--- src/verilog/msfh_pkg.sv ---
/*
 * Package for the motor starter fault handler: register offsets, field
 * positions, response codes, indicator colours, reset values and timing.
 * Assumes a Wishbone slave with 32-bit data and byte addresses.
 */
`default_nettype none
package msfh_pkg;
    // register byte offsets
    localparam logic [7:0] ADDR_CTRL = 8'h00;
    localparam logic [7:0] ADDR_CMD = 8'h04;
    localparam logic [7:0] ADDR_STAT = 8'h08;
    localparam logic [7:0] ADDR_IRQ_STAT = 8'h0C;
    localparam logic [7:0] ADDR_IRQ_MASK = 8'h10;
    localparam logic [7:0] ADDR_LED = 8'h14;
    localparam logic [7:0] ADDR_MEAS = 8'h18;

    // response to a protection event
    localparam logic [1:0] RESP_TRIP = 2'h0;
    localparam logic [1:0] RESP_TRIP_RESTART = 2'h1;
    localparam logic [1:0] RESP_WARN = 2'h2;

    // control register fields
    localparam int CTRL_TS_RESP_LSB = 0;
    localparam int CTRL_TSL_RESP_LSB = 2;
    localparam int CTRL_TM_RESP_LSB = 4;
    localparam int CTRL_START_BIT = 8;
    localparam int CTRL_DUO_BIT = 9;
    localparam logic [31:0] CTRL_RESET = 32'h0000_0000;

    // command register bits (write-only pulses)
    localparam int CMD_TRIP_RESET_BIT = 0;

    // status bit positions
    localparam int ST_GEN_WARN = 0;
    localparam int ST_GEN_FAULT = 1;
    localparam int ST_TS_OVL = 2;
    localparam int ST_TS_SHORT = 3;
    localparam int ST_TS_BREAK = 4;
    localparam int ST_TM_OVL = 5;
    localparam int ST_OVL_TRIP = 6;
    localparam int ST_COOL_ACT = 7;
    localparam int ST_SELFTEST = 8;
    localparam int ST_SW_DEF = 9;
    localparam int ST_ICV_HIGH = 10;
    localparam int ST_LINE_OVL = 11;
    localparam int ST_LINE_TRIP = 12;
    localparam int ST_MOTOR_ON = 13;
    localparam int ST_W = 14;

    // event bits of the interrupt status register
    localparam int EV_TRIP = 0;
    localparam int EV_WARN = 1;
    localparam int EV_CLEAR = 2;
    localparam int EV_W = 3;

    // indicator colours
    localparam logic [1:0] LED_OFF = 2'h0;
    localparam logic [1:0] LED_RED = 2'h1;
    localparam logic [1:0] LED_YELLOW = 2'h2;
    localparam logic [1:0] LED_YEL_FLASH = 2'h3;
    localparam int LED_GF_LSB = 0;
    localparam int LED_DEV_LSB = 2;
    localparam int LED_STATE_LSB = 4;

    // flash half period for the device indicator
    localparam int CLK_MHZ = 200;
    localparam int FLASH_HALF_MS = 250;
    localparam int FLASH_HALF_CYC = FLASH_HALF_MS * 1000 * CLK_MHZ;
endpackage
`default_nettype wire

--- src/verilog/msfh_sync_if.sv ---
/*
 * Interface carrying the protection inputs between the synchroniser and
 * the fault handler core. Assumes a single clock.
 */
`timescale 1ns/10ps
`default_nettype none
interface msfh_sync_if;
    logic ts_ovl;
    logic ts_short;
    logic ts_break;
    logic ts_cool;
    logic tm_ovl;
    logic tm_cool;
    logic selftest;
    logic sw_def;
    logic icv_high;
    logic line_prot;
    modport src (output ts_ovl, ts_short, ts_break, ts_cool, tm_ovl, tm_cool, selftest, sw_def,
        icv_high, line_prot);
    modport dst (input ts_ovl, ts_short, ts_break, ts_cool, tm_ovl, tm_cool, selftest, sw_def,
        icv_high, line_prot);
endinterface
`default_nettype wire

--- src/verilog/msfh_core.sv ---
/*
 * Motor starter fault handler: applies warning or trip responses to
 * protection events, holds status bits, drives indicator patterns and
 * gates the motor output; registers over classic Wishbone.
 * Assumes one 200 MHz clock and asynchronous detector inputs; power
 * cycling is modelled by rst_i.
 */
// The implementer's own choices: the register addresses and the Wishbone register port.
`timescale 1ns/10ps
`default_nettype none
// Function
// - sensor overload warning: warn bits, flash, autoclear
// - sensor overload trip: fault bits, refuse hot ack
// - sensor short/break: own bit, warn or trip
// - model overload warning: warn bits, autoclear after cooling
// - model trip: cooling bit, ack after cooling
// - self-test fault trips, cleared only by power
// - switching element defect trips, power cycle clears
// - duo overvoltage trips, trip reset clears
// - duo line protection trips, trip reset clears
// - auto-acknowledged faults clear when cause disappears
// - trip with restart restarts if start pending
module msfh_core #(
    parameter int FLASH_HALF = msfh_pkg::FLASH_HALF_CYC
) (
    input wire logic clk_i,
    input wire logic rst_i,
    input wire logic cyc_i,
    input wire logic stb_i,
    input wire logic we_i,
    input wire logic [7:0] adr_i,
    input wire logic [3:0] sel_i,
    input wire logic [31:0] dat_i,
    output logic [31:0] dat_o,
    output logic ack_o,
    input wire logic ts_ovl_i,
    input wire logic ts_short_i,
    input wire logic ts_break_i,
    input wire logic ts_cool_i,
    input wire logic tm_ovl_i,
    input wire logic tm_cool_i,
    input wire logic selftest_i,
    input wire logic sw_def_i,
    input wire logic icv_high_i,
    input wire logic line_prot_i,
    input wire logic [7:0] cool_status_i,
    output logic motor_on_o,
    output logic [1:0] group_fault_indicator_o,
    output logic [1:0] device_led_o,
    output logic [1:0] state_led_o,
    output logic irq_o
);
    typedef struct packed {
        logic [31:0] ctrl;
        logic [msfh_pkg::ST_W-1:0] st;
        logic [msfh_pkg::EV_W-1:0] ev;
        logic [msfh_pkg::EV_W-1:0] mask;
        logic [7:0] cool;
        logic [1:0] gf_led;
        logic [1:0] dev_led;
        logic [1:0] state_led;
        logic [31:0] flash_cnt;
        logic flash;
        logic motor;
        logic irq;
        logic ack;
        logic [31:0] rdata;
    } msfh_state_t;
    msfh_state_t state_reg, state_next;

    msfh_sync_if s_if();
    msfh_sync #(
        .W(10)
    ) u_sync (
        .clk_i(clk_i),
        .rst_i(rst_i),
        .async_i({line_prot_i, icv_high_i, sw_def_i, selftest_i, tm_cool_i, tm_ovl_i, ts_cool_i,
            ts_break_i, ts_short_i, ts_ovl_i}),
        .sync_o(s_if)
    );

    logic [1:0] ts_resp, tsl_resp, tm_resp;
    logic duo, start_cmd, req, wr, rd, trip_rst;
    logic [msfh_pkg::ST_W-1:0] st;
    logic any_trip, any_warn, hot_trip;
    logic [31:0] rd_mux;
    logic [1:0] dev_c, gf_c, state_c;
    logic [msfh_pkg::EV_W-1:0] ev_set;

    always_comb begin
        state_next = state_reg;
        ts_resp = state_reg.ctrl[msfh_pkg::CTRL_TS_RESP_LSB +: 2];
        tsl_resp = state_reg.ctrl[msfh_pkg::CTRL_TSL_RESP_LSB +: 2];
        tm_resp = state_reg.ctrl[msfh_pkg::CTRL_TM_RESP_LSB +: 2];
        start_cmd = state_reg.ctrl[msfh_pkg::CTRL_START_BIT];
        duo = state_reg.ctrl[msfh_pkg::CTRL_DUO_BIT];
        req = cyc_i && stb_i && !state_reg.ack;
        wr = req && we_i;
        rd = req && !we_i;
        trip_rst = wr && adr_i == msfh_pkg::ADDR_CMD && sel_i[0] && dat_i[msfh_pkg::CMD_TRIP_RESET_BIT];
        st = state_reg.st;

        // sensor warnings follow their causes directly; the model warning also holds until the model is cool
        st[msfh_pkg::ST_GEN_WARN] = 1'b0;
        if (ts_resp == msfh_pkg::RESP_WARN) begin
            st[msfh_pkg::ST_TS_OVL] = s_if.ts_ovl;
        end
        if (tsl_resp == msfh_pkg::RESP_WARN) begin
            st[msfh_pkg::ST_TS_SHORT] = s_if.ts_short;
            st[msfh_pkg::ST_TS_BREAK] = s_if.ts_break;
        end
        if (tm_resp == msfh_pkg::RESP_WARN) begin
            st[msfh_pkg::ST_TM_OVL] = s_if.tm_ovl || !s_if.tm_cool;
        end
        // trips latch until acknowledged; self-test and switching defect latch until power
        if (ts_resp != msfh_pkg::RESP_WARN && s_if.ts_ovl) begin
            st[msfh_pkg::ST_TS_OVL] = 1'b1;
            st[msfh_pkg::ST_OVL_TRIP] = 1'b1;
        end
        if (tsl_resp != msfh_pkg::RESP_WARN && (s_if.ts_short || s_if.ts_break)) begin
            st[msfh_pkg::ST_TS_SHORT] = st[msfh_pkg::ST_TS_SHORT] | s_if.ts_short;
            st[msfh_pkg::ST_TS_BREAK] = st[msfh_pkg::ST_TS_BREAK] | s_if.ts_break;
            st[msfh_pkg::ST_OVL_TRIP] = 1'b1;
        end
        if (tm_resp != msfh_pkg::RESP_WARN && s_if.tm_ovl) begin
            st[msfh_pkg::ST_TM_OVL] = 1'b1;
            st[msfh_pkg::ST_OVL_TRIP] = 1'b1;
        end
        if (tm_resp != msfh_pkg::RESP_WARN) begin
            st[msfh_pkg::ST_COOL_ACT] = st[msfh_pkg::ST_TM_OVL] && !s_if.tm_cool;
        end else begin
            st[msfh_pkg::ST_COOL_ACT] = 1'b0;
        end
        st[msfh_pkg::ST_SELFTEST] = st[msfh_pkg::ST_SELFTEST] | s_if.selftest;
        st[msfh_pkg::ST_SW_DEF] = st[msfh_pkg::ST_SW_DEF] | s_if.sw_def;
        if (duo) begin
            st[msfh_pkg::ST_ICV_HIGH] = st[msfh_pkg::ST_ICV_HIGH] | s_if.icv_high;
            st[msfh_pkg::ST_LINE_OVL] = st[msfh_pkg::ST_LINE_OVL] | s_if.line_prot;
            st[msfh_pkg::ST_LINE_TRIP] = st[msfh_pkg::ST_LINE_TRIP] | s_if.line_prot;
        end

        // hot overload trips refuse acknowledgement while cause or heat remains
        hot_trip = (ts_resp != msfh_pkg::RESP_WARN && (s_if.ts_ovl || !s_if.ts_cool))
            || (tsl_resp != msfh_pkg::RESP_WARN && (s_if.ts_short || s_if.ts_break))
            || (tm_resp != msfh_pkg::RESP_WARN && (s_if.tm_ovl || !s_if.tm_cool));
        if (st[msfh_pkg::ST_OVL_TRIP] && !hot_trip) begin
            // trip reset clears; with restart the device clears on its own
            if (trip_rst || (ts_resp == msfh_pkg::RESP_TRIP_RESTART && st[msfh_pkg::ST_TS_OVL])
                || (tsl_resp == msfh_pkg::RESP_TRIP_RESTART
                    && (st[msfh_pkg::ST_TS_SHORT] || st[msfh_pkg::ST_TS_BREAK]))
                || (tm_resp == msfh_pkg::RESP_TRIP_RESTART && st[msfh_pkg::ST_TM_OVL])) begin
                st[msfh_pkg::ST_OVL_TRIP] = 1'b0;
                if (ts_resp != msfh_pkg::RESP_WARN) st[msfh_pkg::ST_TS_OVL] = 1'b0;
                if (tsl_resp != msfh_pkg::RESP_WARN) begin
                    st[msfh_pkg::ST_TS_SHORT] = 1'b0;
                    st[msfh_pkg::ST_TS_BREAK] = 1'b0;
                end
                if (tm_resp != msfh_pkg::RESP_WARN) st[msfh_pkg::ST_TM_OVL] = 1'b0;
            end
        end
        if (trip_rst && !s_if.icv_high) st[msfh_pkg::ST_ICV_HIGH] = 1'b0;
        if (trip_rst && !s_if.line_prot) begin
            st[msfh_pkg::ST_LINE_OVL] = 1'b0;
            st[msfh_pkg::ST_LINE_TRIP] = 1'b0;
        end

        any_trip = st[msfh_pkg::ST_OVL_TRIP] | st[msfh_pkg::ST_SELFTEST] | st[msfh_pkg::ST_SW_DEF]
            | st[msfh_pkg::ST_ICV_HIGH] | st[msfh_pkg::ST_LINE_TRIP];
        any_warn = (ts_resp == msfh_pkg::RESP_WARN && st[msfh_pkg::ST_TS_OVL])
            || (tsl_resp == msfh_pkg::RESP_WARN && (st[msfh_pkg::ST_TS_SHORT] || st[msfh_pkg::ST_TS_BREAK]))
            || (tm_resp == msfh_pkg::RESP_WARN && st[msfh_pkg::ST_TM_OVL]);
        st[msfh_pkg::ST_GEN_FAULT] = any_trip;
        st[msfh_pkg::ST_GEN_WARN] = any_warn;
        st[msfh_pkg::ST_MOTOR_ON] = start_cmd && !any_trip;
        state_next.st = st;
        state_next.motor = start_cmd && !any_trip;

        // indicators: worst condition wins
        gf_c = any_trip ? msfh_pkg::LED_RED : msfh_pkg::LED_OFF;
        state_c = st[msfh_pkg::ST_SW_DEF] ? msfh_pkg::LED_RED : msfh_pkg::LED_OFF;
        if (st[msfh_pkg::ST_SELFTEST] || st[msfh_pkg::ST_SW_DEF]) begin
            dev_c = msfh_pkg::LED_RED;
        end else if (any_trip) begin
            dev_c = msfh_pkg::LED_YELLOW;
        end else if (any_warn) begin
            dev_c = state_reg.flash ? msfh_pkg::LED_YELLOW : msfh_pkg::LED_OFF;
        end else begin
            dev_c = msfh_pkg::LED_OFF;
        end
        state_next.gf_led = gf_c;
        state_next.dev_led = dev_c;
        state_next.state_led = state_c;
        if (state_reg.flash_cnt >= 32'(FLASH_HALF - 1)) begin
            state_next.flash_cnt = '0;
            state_next.flash = !state_reg.flash;
        end else begin
            state_next.flash_cnt = state_reg.flash_cnt + 32'h1;
        end
        state_next.cool = cool_status_i;

        // interrupt events: set wins over the clear by read
        ev_set = '0;
        ev_set[msfh_pkg::EV_TRIP] = any_trip && !state_reg.st[msfh_pkg::ST_GEN_FAULT];
        ev_set[msfh_pkg::EV_WARN] = any_warn && !state_reg.st[msfh_pkg::ST_GEN_WARN];
        ev_set[msfh_pkg::EV_CLEAR] = !any_trip && state_reg.st[msfh_pkg::ST_GEN_FAULT];
        state_next.ev = ((rd && adr_i == msfh_pkg::ADDR_IRQ_STAT) ? '0 : state_reg.ev) | ev_set;
        state_next.irq = |(state_next.ev & state_reg.mask);

        // register writes
        if (wr && adr_i == msfh_pkg::ADDR_CTRL) begin
            for (int b = 0; b < 4; b++) begin
                if (sel_i[b]) state_next.ctrl[b*8 +: 8] = dat_i[b*8 +: 8];
            end
        end
        if (wr && adr_i == msfh_pkg::ADDR_IRQ_MASK && sel_i[0]) begin
            state_next.mask = dat_i[msfh_pkg::EV_W-1:0];
        end
        rd_mux = '0;
        unique case (adr_i)
            msfh_pkg::ADDR_CTRL: rd_mux = state_reg.ctrl;
            msfh_pkg::ADDR_STAT: rd_mux = 32'(state_reg.st);
            msfh_pkg::ADDR_IRQ_STAT: rd_mux = 32'(state_reg.ev);
            msfh_pkg::ADDR_IRQ_MASK: rd_mux = 32'(state_reg.mask);
            msfh_pkg::ADDR_LED: rd_mux = {26'h0, state_reg.state_led, state_reg.dev_led, state_reg.gf_led};
            msfh_pkg::ADDR_MEAS: rd_mux = {24'h0, state_reg.cool};
            default: rd_mux = '0;
        endcase
        state_next.rdata = rd ? rd_mux : state_reg.rdata;
        state_next.ack = req;
    end

    always_ff @(posedge clk_i) begin
        if (rst_i) begin
            state_reg <= '0;
            state_reg.ctrl <= msfh_pkg::CTRL_RESET;
        end else begin
            state_reg <= state_next;
        end
    end

    assign dat_o = state_reg.rdata;
    assign ack_o = state_reg.ack;
    assign motor_on_o = state_reg.motor;
    assign group_fault_indicator_o = state_reg.gf_led;
    assign device_led_o = state_reg.dev_led;
    assign state_led_o = state_reg.state_led;
    assign irq_o = state_reg.irq;
endmodule // msfh_core
`default_nettype wire

--- src/verilog/msfh_sync.sv ---
/*
 * Two-flop synchroniser for the protection detector inputs.
 * Assumes inputs are asynchronous levels; output lags by two edges.
 */
`timescale 1ns/10ps
`default_nettype none
module msfh_sync #(
    parameter int W = 10
) (
    input wire logic clk_i,
    input wire logic rst_i,
    input wire logic [W-1:0] async_i,
    msfh_sync_if.src sync_o
);
    typedef struct packed {
        logic [W-1:0] meta;
        logic [W-1:0] sync;
    } msfh_sync_state_t;
    msfh_sync_state_t state_reg, state_next;

    always_comb begin
        state_next.meta = async_i;
        state_next.sync = state_reg.meta;
    end

    always_ff @(posedge clk_i) begin
        if (rst_i) begin
            state_reg <= '0;
        end else begin
            state_reg <= state_next;
        end
    end

    assign {sync_o.line_prot, sync_o.icv_high, sync_o.sw_def, sync_o.selftest, sync_o.tm_cool,
        sync_o.tm_ovl, sync_o.ts_cool, sync_o.ts_break, sync_o.ts_short, sync_o.ts_ovl} = state_reg.sync;
endmodule // msfh_sync
`default_nettype wire

--- config.mk ---
export PLATFORM = sky130hd
export DESIGN_NAME = msfh_core
export DESIGN_NICKNAME = d
export VERILOG_FILES = /design/src/verilog/msfh_pkg.sv /design/src/verilog/msfh_sync_if.sv /design/src/verilog/msfh_core.sv /design/src/verilog/msfh_sync.sv
export SDC_FILE = /design/constraint.sdc
export NUM_CORES = 1
export LEC_CHECK = 0
export ABC_AREA = 1
export BUFFER_PORTS_ARGS = -buffer_cell sky130_fd_sc_hd__buf_2
export CAP_MARGIN = 20
export CORE_MARGIN = 5
export CORE_UTILIZATION = 62
export CTS_BUF_LIST = sky130_fd_sc_hd__clkbuf_4
export DETAILED_ROUTE_END_ITERATION = 12
export GPL_ROUTABILITY_DRIVEN = 1
export HOLD_SLACK_MARGIN = 0.1
export PLACE_DENSITY = 0.87
export SLEW_MARGIN = 10
export SYNTH_ARGS = -nofsm -noshare
export SYNTH_HDL_FRONTEND = slang
export SYNTH_HIERARCHICAL = 1
export SYNTH_SLANG_ARGS = --single-unit
--- constraint.sdc ---
create_clock -name clk_i -period 2.96 [get_ports clk_i]
set_clock_uncertainty 0.2 [all_clocks]
set_input_delay 0.444 -clock clk_i [delete_from_list [all_inputs] [get_ports clk_i]]
set_output_delay 0.444 -clock clk_i [all_outputs]
set_load 0.05 [all_outputs]
==> results of run 1 <==
-- worst paths after layout --
| kind | end | from | cells after the start |
|---|---|---|---|
| hold reg to reg | u_sync/sync_o.ts_ovl | u_sync/state_next[0] | 2 |
| setup / recovery | state_reg[118] | cyc_i | 8 |
| setup reg to reg | state_reg[118] | ack_o | 7 |
| hold / removal | state_reg[82] | adr_i[3] | 5 |
-- cell families (layout without fill, tap and decap cells) --
family | Yosys count | in the layout | synth area share, %
and+or+nand+nor | 351 | 351 | 25.3
buffers and inverters | 173 | 321 | 13.2
AOI/OAI and AO/OA | 129 | 129 | 11.4
xor gates and xnor gates | 10 | 10 | 1.42
other | 1 | 10 | 0.0607
adders and majority gates | 1 | 1 | 0.203
DFF | 149 | 149 | 48.3
-- layer usage --
metal  wire, um  share of wire (%)  global-route usage [%]
met1       6350                 38                    31.5
met2       8070                 49                    49.3
met3       1480                8.9                    6.93
met4        636                3.8                    12.1
met5          0                  0                       0
-- layout by cell type, fill, tap and decap left out, drive strengths merged --
master,n
o2111ai,1
nand2,155
xnor2,5
a31oi,2
or3,1
nor2,110
a21oi,74
o211ai,3
o22ai,5
a211o,1
nand3,61
ha,1
clkinv,3
or2,1
a32o,2
xor2,5
nor3,14
buf,111
and3,1
clkinvlp,6
diode,2
nand4,6
a221oi,2
dfxtp,149
clkbuf,18
nor4,2
inv,112
conb,8
a211oi,6
o21ai,33
dlygate4sd3,71
-- critical path, delay by kind of cell --
family	cells	cell delay (ns)
compound gates	1	0.18
simple gates	3	0.54
buf+inv	4	1.52
-- metrics by stage --
step                      cell area (um^2)  cells  hold WS (ns)  util [%]
final                                 7510   1104         0.149      77.2
after global placement                6540    999         0.190      67.2
after detailed placement              6540    999         0.192      67.2
after global routing                  7510   1103         0.195      77.2
after CTS                             7500   1102         0.122      77.1
after floorplan                       6200    821         0.188         -
-- power breakdown --
part	switching [mW]	total, mW	internal [mW]
Combinational	0.159	0.275	0.116
Clock	0.789	1.15	0.363
Sequential	0.0194	2.06	2.05
-- layout make-up --
| class | count | area, um^2 |
|---|---|---|
| inverter | 107 | 402 |
| timing repair buffer | 182 | 1300 |
| clock inverter | 14 | 120 |
| multi-input combinational | 499 | 2400 |
| tap | 133 | 166 |
| fill | 653 | 2220 |
| clock buffer | 18 | 135 |
| sequential | 149 | 2980 |
| antenna | 2 | 5.00 |
==> out/qor.yml, run 1 <==
synthesis:
  ys_seq_elements: 149
  seq_area_frac_synth_pct: 48.3
  synth_ff_type: "dfxtp_1"
  ys_top_cells_by_count: "nand2_1 (151), dfxtp_1 (149), inv_1 (102)"
  yosys_warnings: 6
  syn_avg_cell_area_um2: 7.58
  synth.most_common_cell: "nand2_1"
  synthCells: 814
  ys_types: 42
  synthTopCellsByArea: "dfxtp_1 (48%), nand2_1 (9.2%), inv_1 (6.2%)"
  synth.top_cell.area_share_pct: 48.3
  synth_area_um2: 6170
  synth-async-reset-ratio_pct: 0
  yosys.area.top_type: "dfxtp_1"
  synth_edf_count: 0
floorplanning:
  rows: 36
  die_y_um: 110
  initial_core_util_pct: 63.5
  io_pins: 108
  die_area_um2: 12100
  core_area_um2: 9730
  die_w_um: 110
power_and_ir_drop:
  fin_total_pwr_mw: 3.49
  power.static_leakage_nw: 3.19
  ir_worst_vdd_mv: 0.320
  powerDensity_nw_per_um2: 465
clocking:
  clkTransAtPathRegs_ns: 0.14
  cts_resized: 0
  post_cts_buffers: 0
  cts-htree-levels: 4
  cts_tree: "yes"
  clk_path_buf_depth: 2
  clk_latency_ns: 0.54
  hold_buffers: 71
  cts_root_buffer: "clkbuf_4"
  cts_sinks: 149
  cts_made_buffers: 17
critical_path:
  crit_chain: "dlygate4sd3_1 > buf_2 > nand4_1 > nor2_2 > buf_4 > nand3_1 > dlygate4sd3_1 > a21oi_1"
  cp_max_fo: 21
  slowest_stage: "dlygate4sd3_1"
  cpMostUsedCell: "dlygate4sd3_1"
  ff2ff_setup_slack_ns: 0.72
  critPathMaxStageDelay_ns: 0.60
  worstSetupStartpointType: "input port"
  worst_ep_required_time_ns: 3.23
  path_class: "in -> reg"
  cp.arrival_ns: 2.69
  critPathCaptureType: "flop"
route:
  drtIter0Drc: 523
  routed_wl_um: 16500
  vias: 5948
  drtPass1Iterations: 7
  ant_nets: 0
  wl_per_cell_um: 15.0
  drcViolationCount: 0
  drt-vias-per-instance: 5.39
grt:
  grt_pass1_wl_um: 26200
  grt.total_usage_pct: 27.8
  antenna_found_initial: 1
  overflow: 0
  grt_max_degree: 104
  grt_pass1_vias: 5884
cells_and_area:
  largest_reg_flops: 91
  num-nets-final: 1024
  drive_above_1_share_pct: 17.4
  syn_to_final_growth_pct: 21.6
placement:
  gp_congestion: 0.882
  io_buffers: 105
  dp_hpwl_um: 9490
  pre_cts_ws_ns: 0.608
timing:
  period_needed_ns: 2.41
  rsz0062_at_grt: "no"
  maxClockFrequency_mhz: 414
  setup_tns_ns: 0
  slew_violations: 0
  setup_ws_ns: 0.545
  fin_crit_sh_pct: 81.6
  worst-slew-pin-transition_ns: 0.841
  setup_violations: 0
  hold_viol: 0
  maxSlewHeadroom_pct: 43.4
job:
  maxCapViolations: 0
outcome:
  status: "finished clean"
worst_hold_path:
  hp-class: "in -> reg"
(Power assumes the default switching activity.)
==> inputs of run 2 (changes only) <==
--- a/config.mk
+++ b/config.mk
@@ -9,12 +9,12 @@
 export BUFFER_PORTS_ARGS = -buffer_cell sky130_fd_sc_hd__buf_2
 export CAP_MARGIN = 20
 export CORE_MARGIN = 5
-export CORE_UTILIZATION = 62
+export CORE_UTILIZATION = 58
 export CTS_BUF_LIST = sky130_fd_sc_hd__clkbuf_4
 export DETAILED_ROUTE_END_ITERATION = 12
 export GPL_ROUTABILITY_DRIVEN = 1
 export HOLD_SLACK_MARGIN = 0.1
-export PLACE_DENSITY = 0.87
+export PLACE_DENSITY = 0.82
 export SLEW_MARGIN = 10
 export SYNTH_ARGS = -nofsm -noshare
 export SYNTH_HDL_FRONTEND = slang
==> constraint.sdc (replaced) <==
create_clock -name clk_i -period 2.25 [get_ports clk_i]
set_clock_uncertainty 0.2 [all_clocks]
set_input_delay 0.3375 -clock clk_i [delete_from_list [all_inputs] [get_ports clk_i]]
set_output_delay 0.3375 -clock clk_i [all_outputs]
set_load 0.05 [all_outputs]
==> run 2 against run 1 <==
Against the previous run:
- via count decreased by 2.1%
- die area increased by 6.3%
- hold slack got worse by 0.035 ns
- highest routed layer unchanged
- global-route usage decreased by 2.2 points
- routed wire length decreased by 1.9%
- utilization decreased by 1.3 points
- sequential power increased by 32%
- largest power group unchanged
- the run now ends with negative setup slack left
- critical path type unchanged
- cell count increased by 2.1%
==> out/qor.yml, run 2 (synthesis results as in run 1) <==
outcome:
  status: "finished, violations left"
  violations: "negative setup slack"
floorplanning:
  rows: 37
  die_area_um2: 12800
  initial_core_util_pct: 59.5
  die_w_um: 113
  core_area_um2: 10400
  io_pins: 108
  die_y_um: 113
route:
  drtIter0Drc: 615
  ant_nets: 0
  drt-vias-per-instance: 5.17
  vias: 5825
  routed_wl_um: 16200
  drtPass1Iterations: 5
  wl_per_cell_um: 14.4
  drcViolationCount: 0
critical_path:
  crit_chain: "dlygate4sd3_1 > buf_2 > nand4_1 > nor2_4 > buf_6 > nand3_1 > dlygate4sd3_1 > a21oi_1"
  crit_buf_inv: 4
  worst_ep_required_time_ns: 2.54
  path_class: "in -> reg"
  critPathCaptureType: "flop"
  crit_family: "buffers and inverters"
  cp.arrival_ns: 2.57
  slowest_stage: "dlygate4sd3_1"
  critPathMaxStageDelay_ns: 0.59
  cp_max_fo: 7
  cpMostUsedCell: "dlygate4sd3_1"
  worstSetupStartpointType: "input port"
clocking:
  cts_made_buffers: 17
  clk_latency_ns: 0.56
  cts_sinks: 149
  clkTransAtPathRegs_ns: 0.14
  cts_root_buffer: "clkbuf_4"
  cts-htree-levels: 4
  clk_path_buf_depth: 2
  cts_tree: "yes"
placement:
  gp_congestion: 0.894
  io_buffers: 105
  dp_hpwl_um: 9660
timing:
  hold_viol: 0
  rsz0062_at_grt: "yes"
  setup_violations: 1
  maxClockFrequency_mhz: 440
  holdWs_ns: 0.114
  maxSlewHeadroom_pct: 65.2
  setup_ws_ns: -0.0248
  fin_crit_sh_pct: 101
  period_needed_ns: 2.27
  slew_violations: 0
  worst-slew-pin-transition_ns: 0.517
cells_and_area:
  drive_above_1_share_pct: 19.0
  final_common_cell: "nand2_1"
  largest_reg_flops: 91
  num-nets-final: 1047
  multiInputGateArea_um2: 2450
  nFillCells: 723
  seqCellArea_um2: 2980
  diodes: 0
  mostFrequentLayoutCells: "nand2_1 (150), dfxtp_1 (149), buf_2 (103)"
  syn_to_final_growth_pct: 27.5
grt:
  antenna_found_initial: 0
  grt_pass1_vias: 5650
  overflow: 0
  grt_max_degree: 83
  grt_pass1_wl_um: 26600
  grt.total_usage_pct: 25.6
power_and_ir_drop:
  fin_total_pwr_mw: 4.95
  power.static_leakage_nw: 3.40
  powerDensity_nw_per_um2: 630
  ir_worst_vdd_mv: 0.626
job:
  maxCapViolations: 0
worst_hold_path:
  hp-class: "in -> reg"
[run 2: changes by cell type in the layout (fill, tap and decap cells not counted), moves of 3 or more]
| cell | delta |
|---|---|
| a21oi_2 | +7 |
| a21oi_1 | -7 |
| bufinv_16 | +4 |
| buf_6 | +4 |
| buf_4 | +5 |
| dlygate4sd3_1 | +10 |
| dlymetal6s4s_1 | +3 |
| inv_6 | -3 |
[run 2: cell type report]
cell class | count | share of cell area, %
Clock buffer | 19 | 1.81
Clock inverter | 12 | 2.29
Inverter | 107 | 5.10
Multi-Input combinational cell | 499 | 31.1
Sequential cell | 149 | 37.9
Tap cell | 136 | 2.16
Timing Repair Buffer | 205 | 19.7
[run 2: what timing repair did]
item,in CTS,in global routing
setup endpoints to repair,0,56
hold buffers,85,3
resized for setup,0,23
hold endpoints to repair,69,4
setup buffers,0,4
[run 2: worst paths after layout]
kind,to,slack [ns],startpoint,cells past startpoint
worst max-delay path,state_reg[128],-0.02,cyc_i,8
worst min-delay path,ack_o,0.11,stb_i,4
worst max register to register,state_reg[128],0.05,ack_o,7
worst min register to register,u_sync/sync_o.line_prot,0.20,u_sync/state_next[9],2
[run 2: worst register-to-register path: stages (launching register included)]
cell	delay, ns
dfxtp_1	0.32
inv_1	0.07
nand4_1	0.24
nor2_4	0.31
buf_6	0.17
nand3_1	0.08
dlygate4sd3_1	0.59
a21oi_1	0.17
[run 2: power breakdown]
part	switching (mW)	total [mW]	internal [mW]
Clock	0.950	1.85	0.902
Combinational	0.212	0.387	0.174
Sequential	0.0264	2.72	2.69
Total	1.19	4.95	3.77
[run 2: metal layers]
layer / vias to the layer above / wire (um) / share of wire [%] / global-route usage (%)
li1: 2876 / - / - / -
met1: 2633 / 6360 / 39 / 30.3
met2: 260 / 8070 / 50 / 44.2
met3: 56 / 1160 / 7.1 / 6.26
met4: 0 / 624 / 3.8 / 10.7
met5: - / 0 / 0 / 0
[run 2: per-stage QoR]
step | util (%) | instance area (um^2) | setup TNS [ns] | setup WS [ns] | cells
after detailed placement | 63.6 | 6590 | 0 | 0.0464 | 1007
after floorplan | - | 6200 | 0 | 0.397 | 821
after global placement | 63.6 | 6590 | 0 | 0.137 | 1007
after CTS | 74.9 | 7770 | 0 | 0.0128 | 1123
final | 75.9 | 7870 | -0.0248 | -0.0248 | 1127
after global routing | 75.9 | 7870 | -0.166 | -0.0637 | 1127
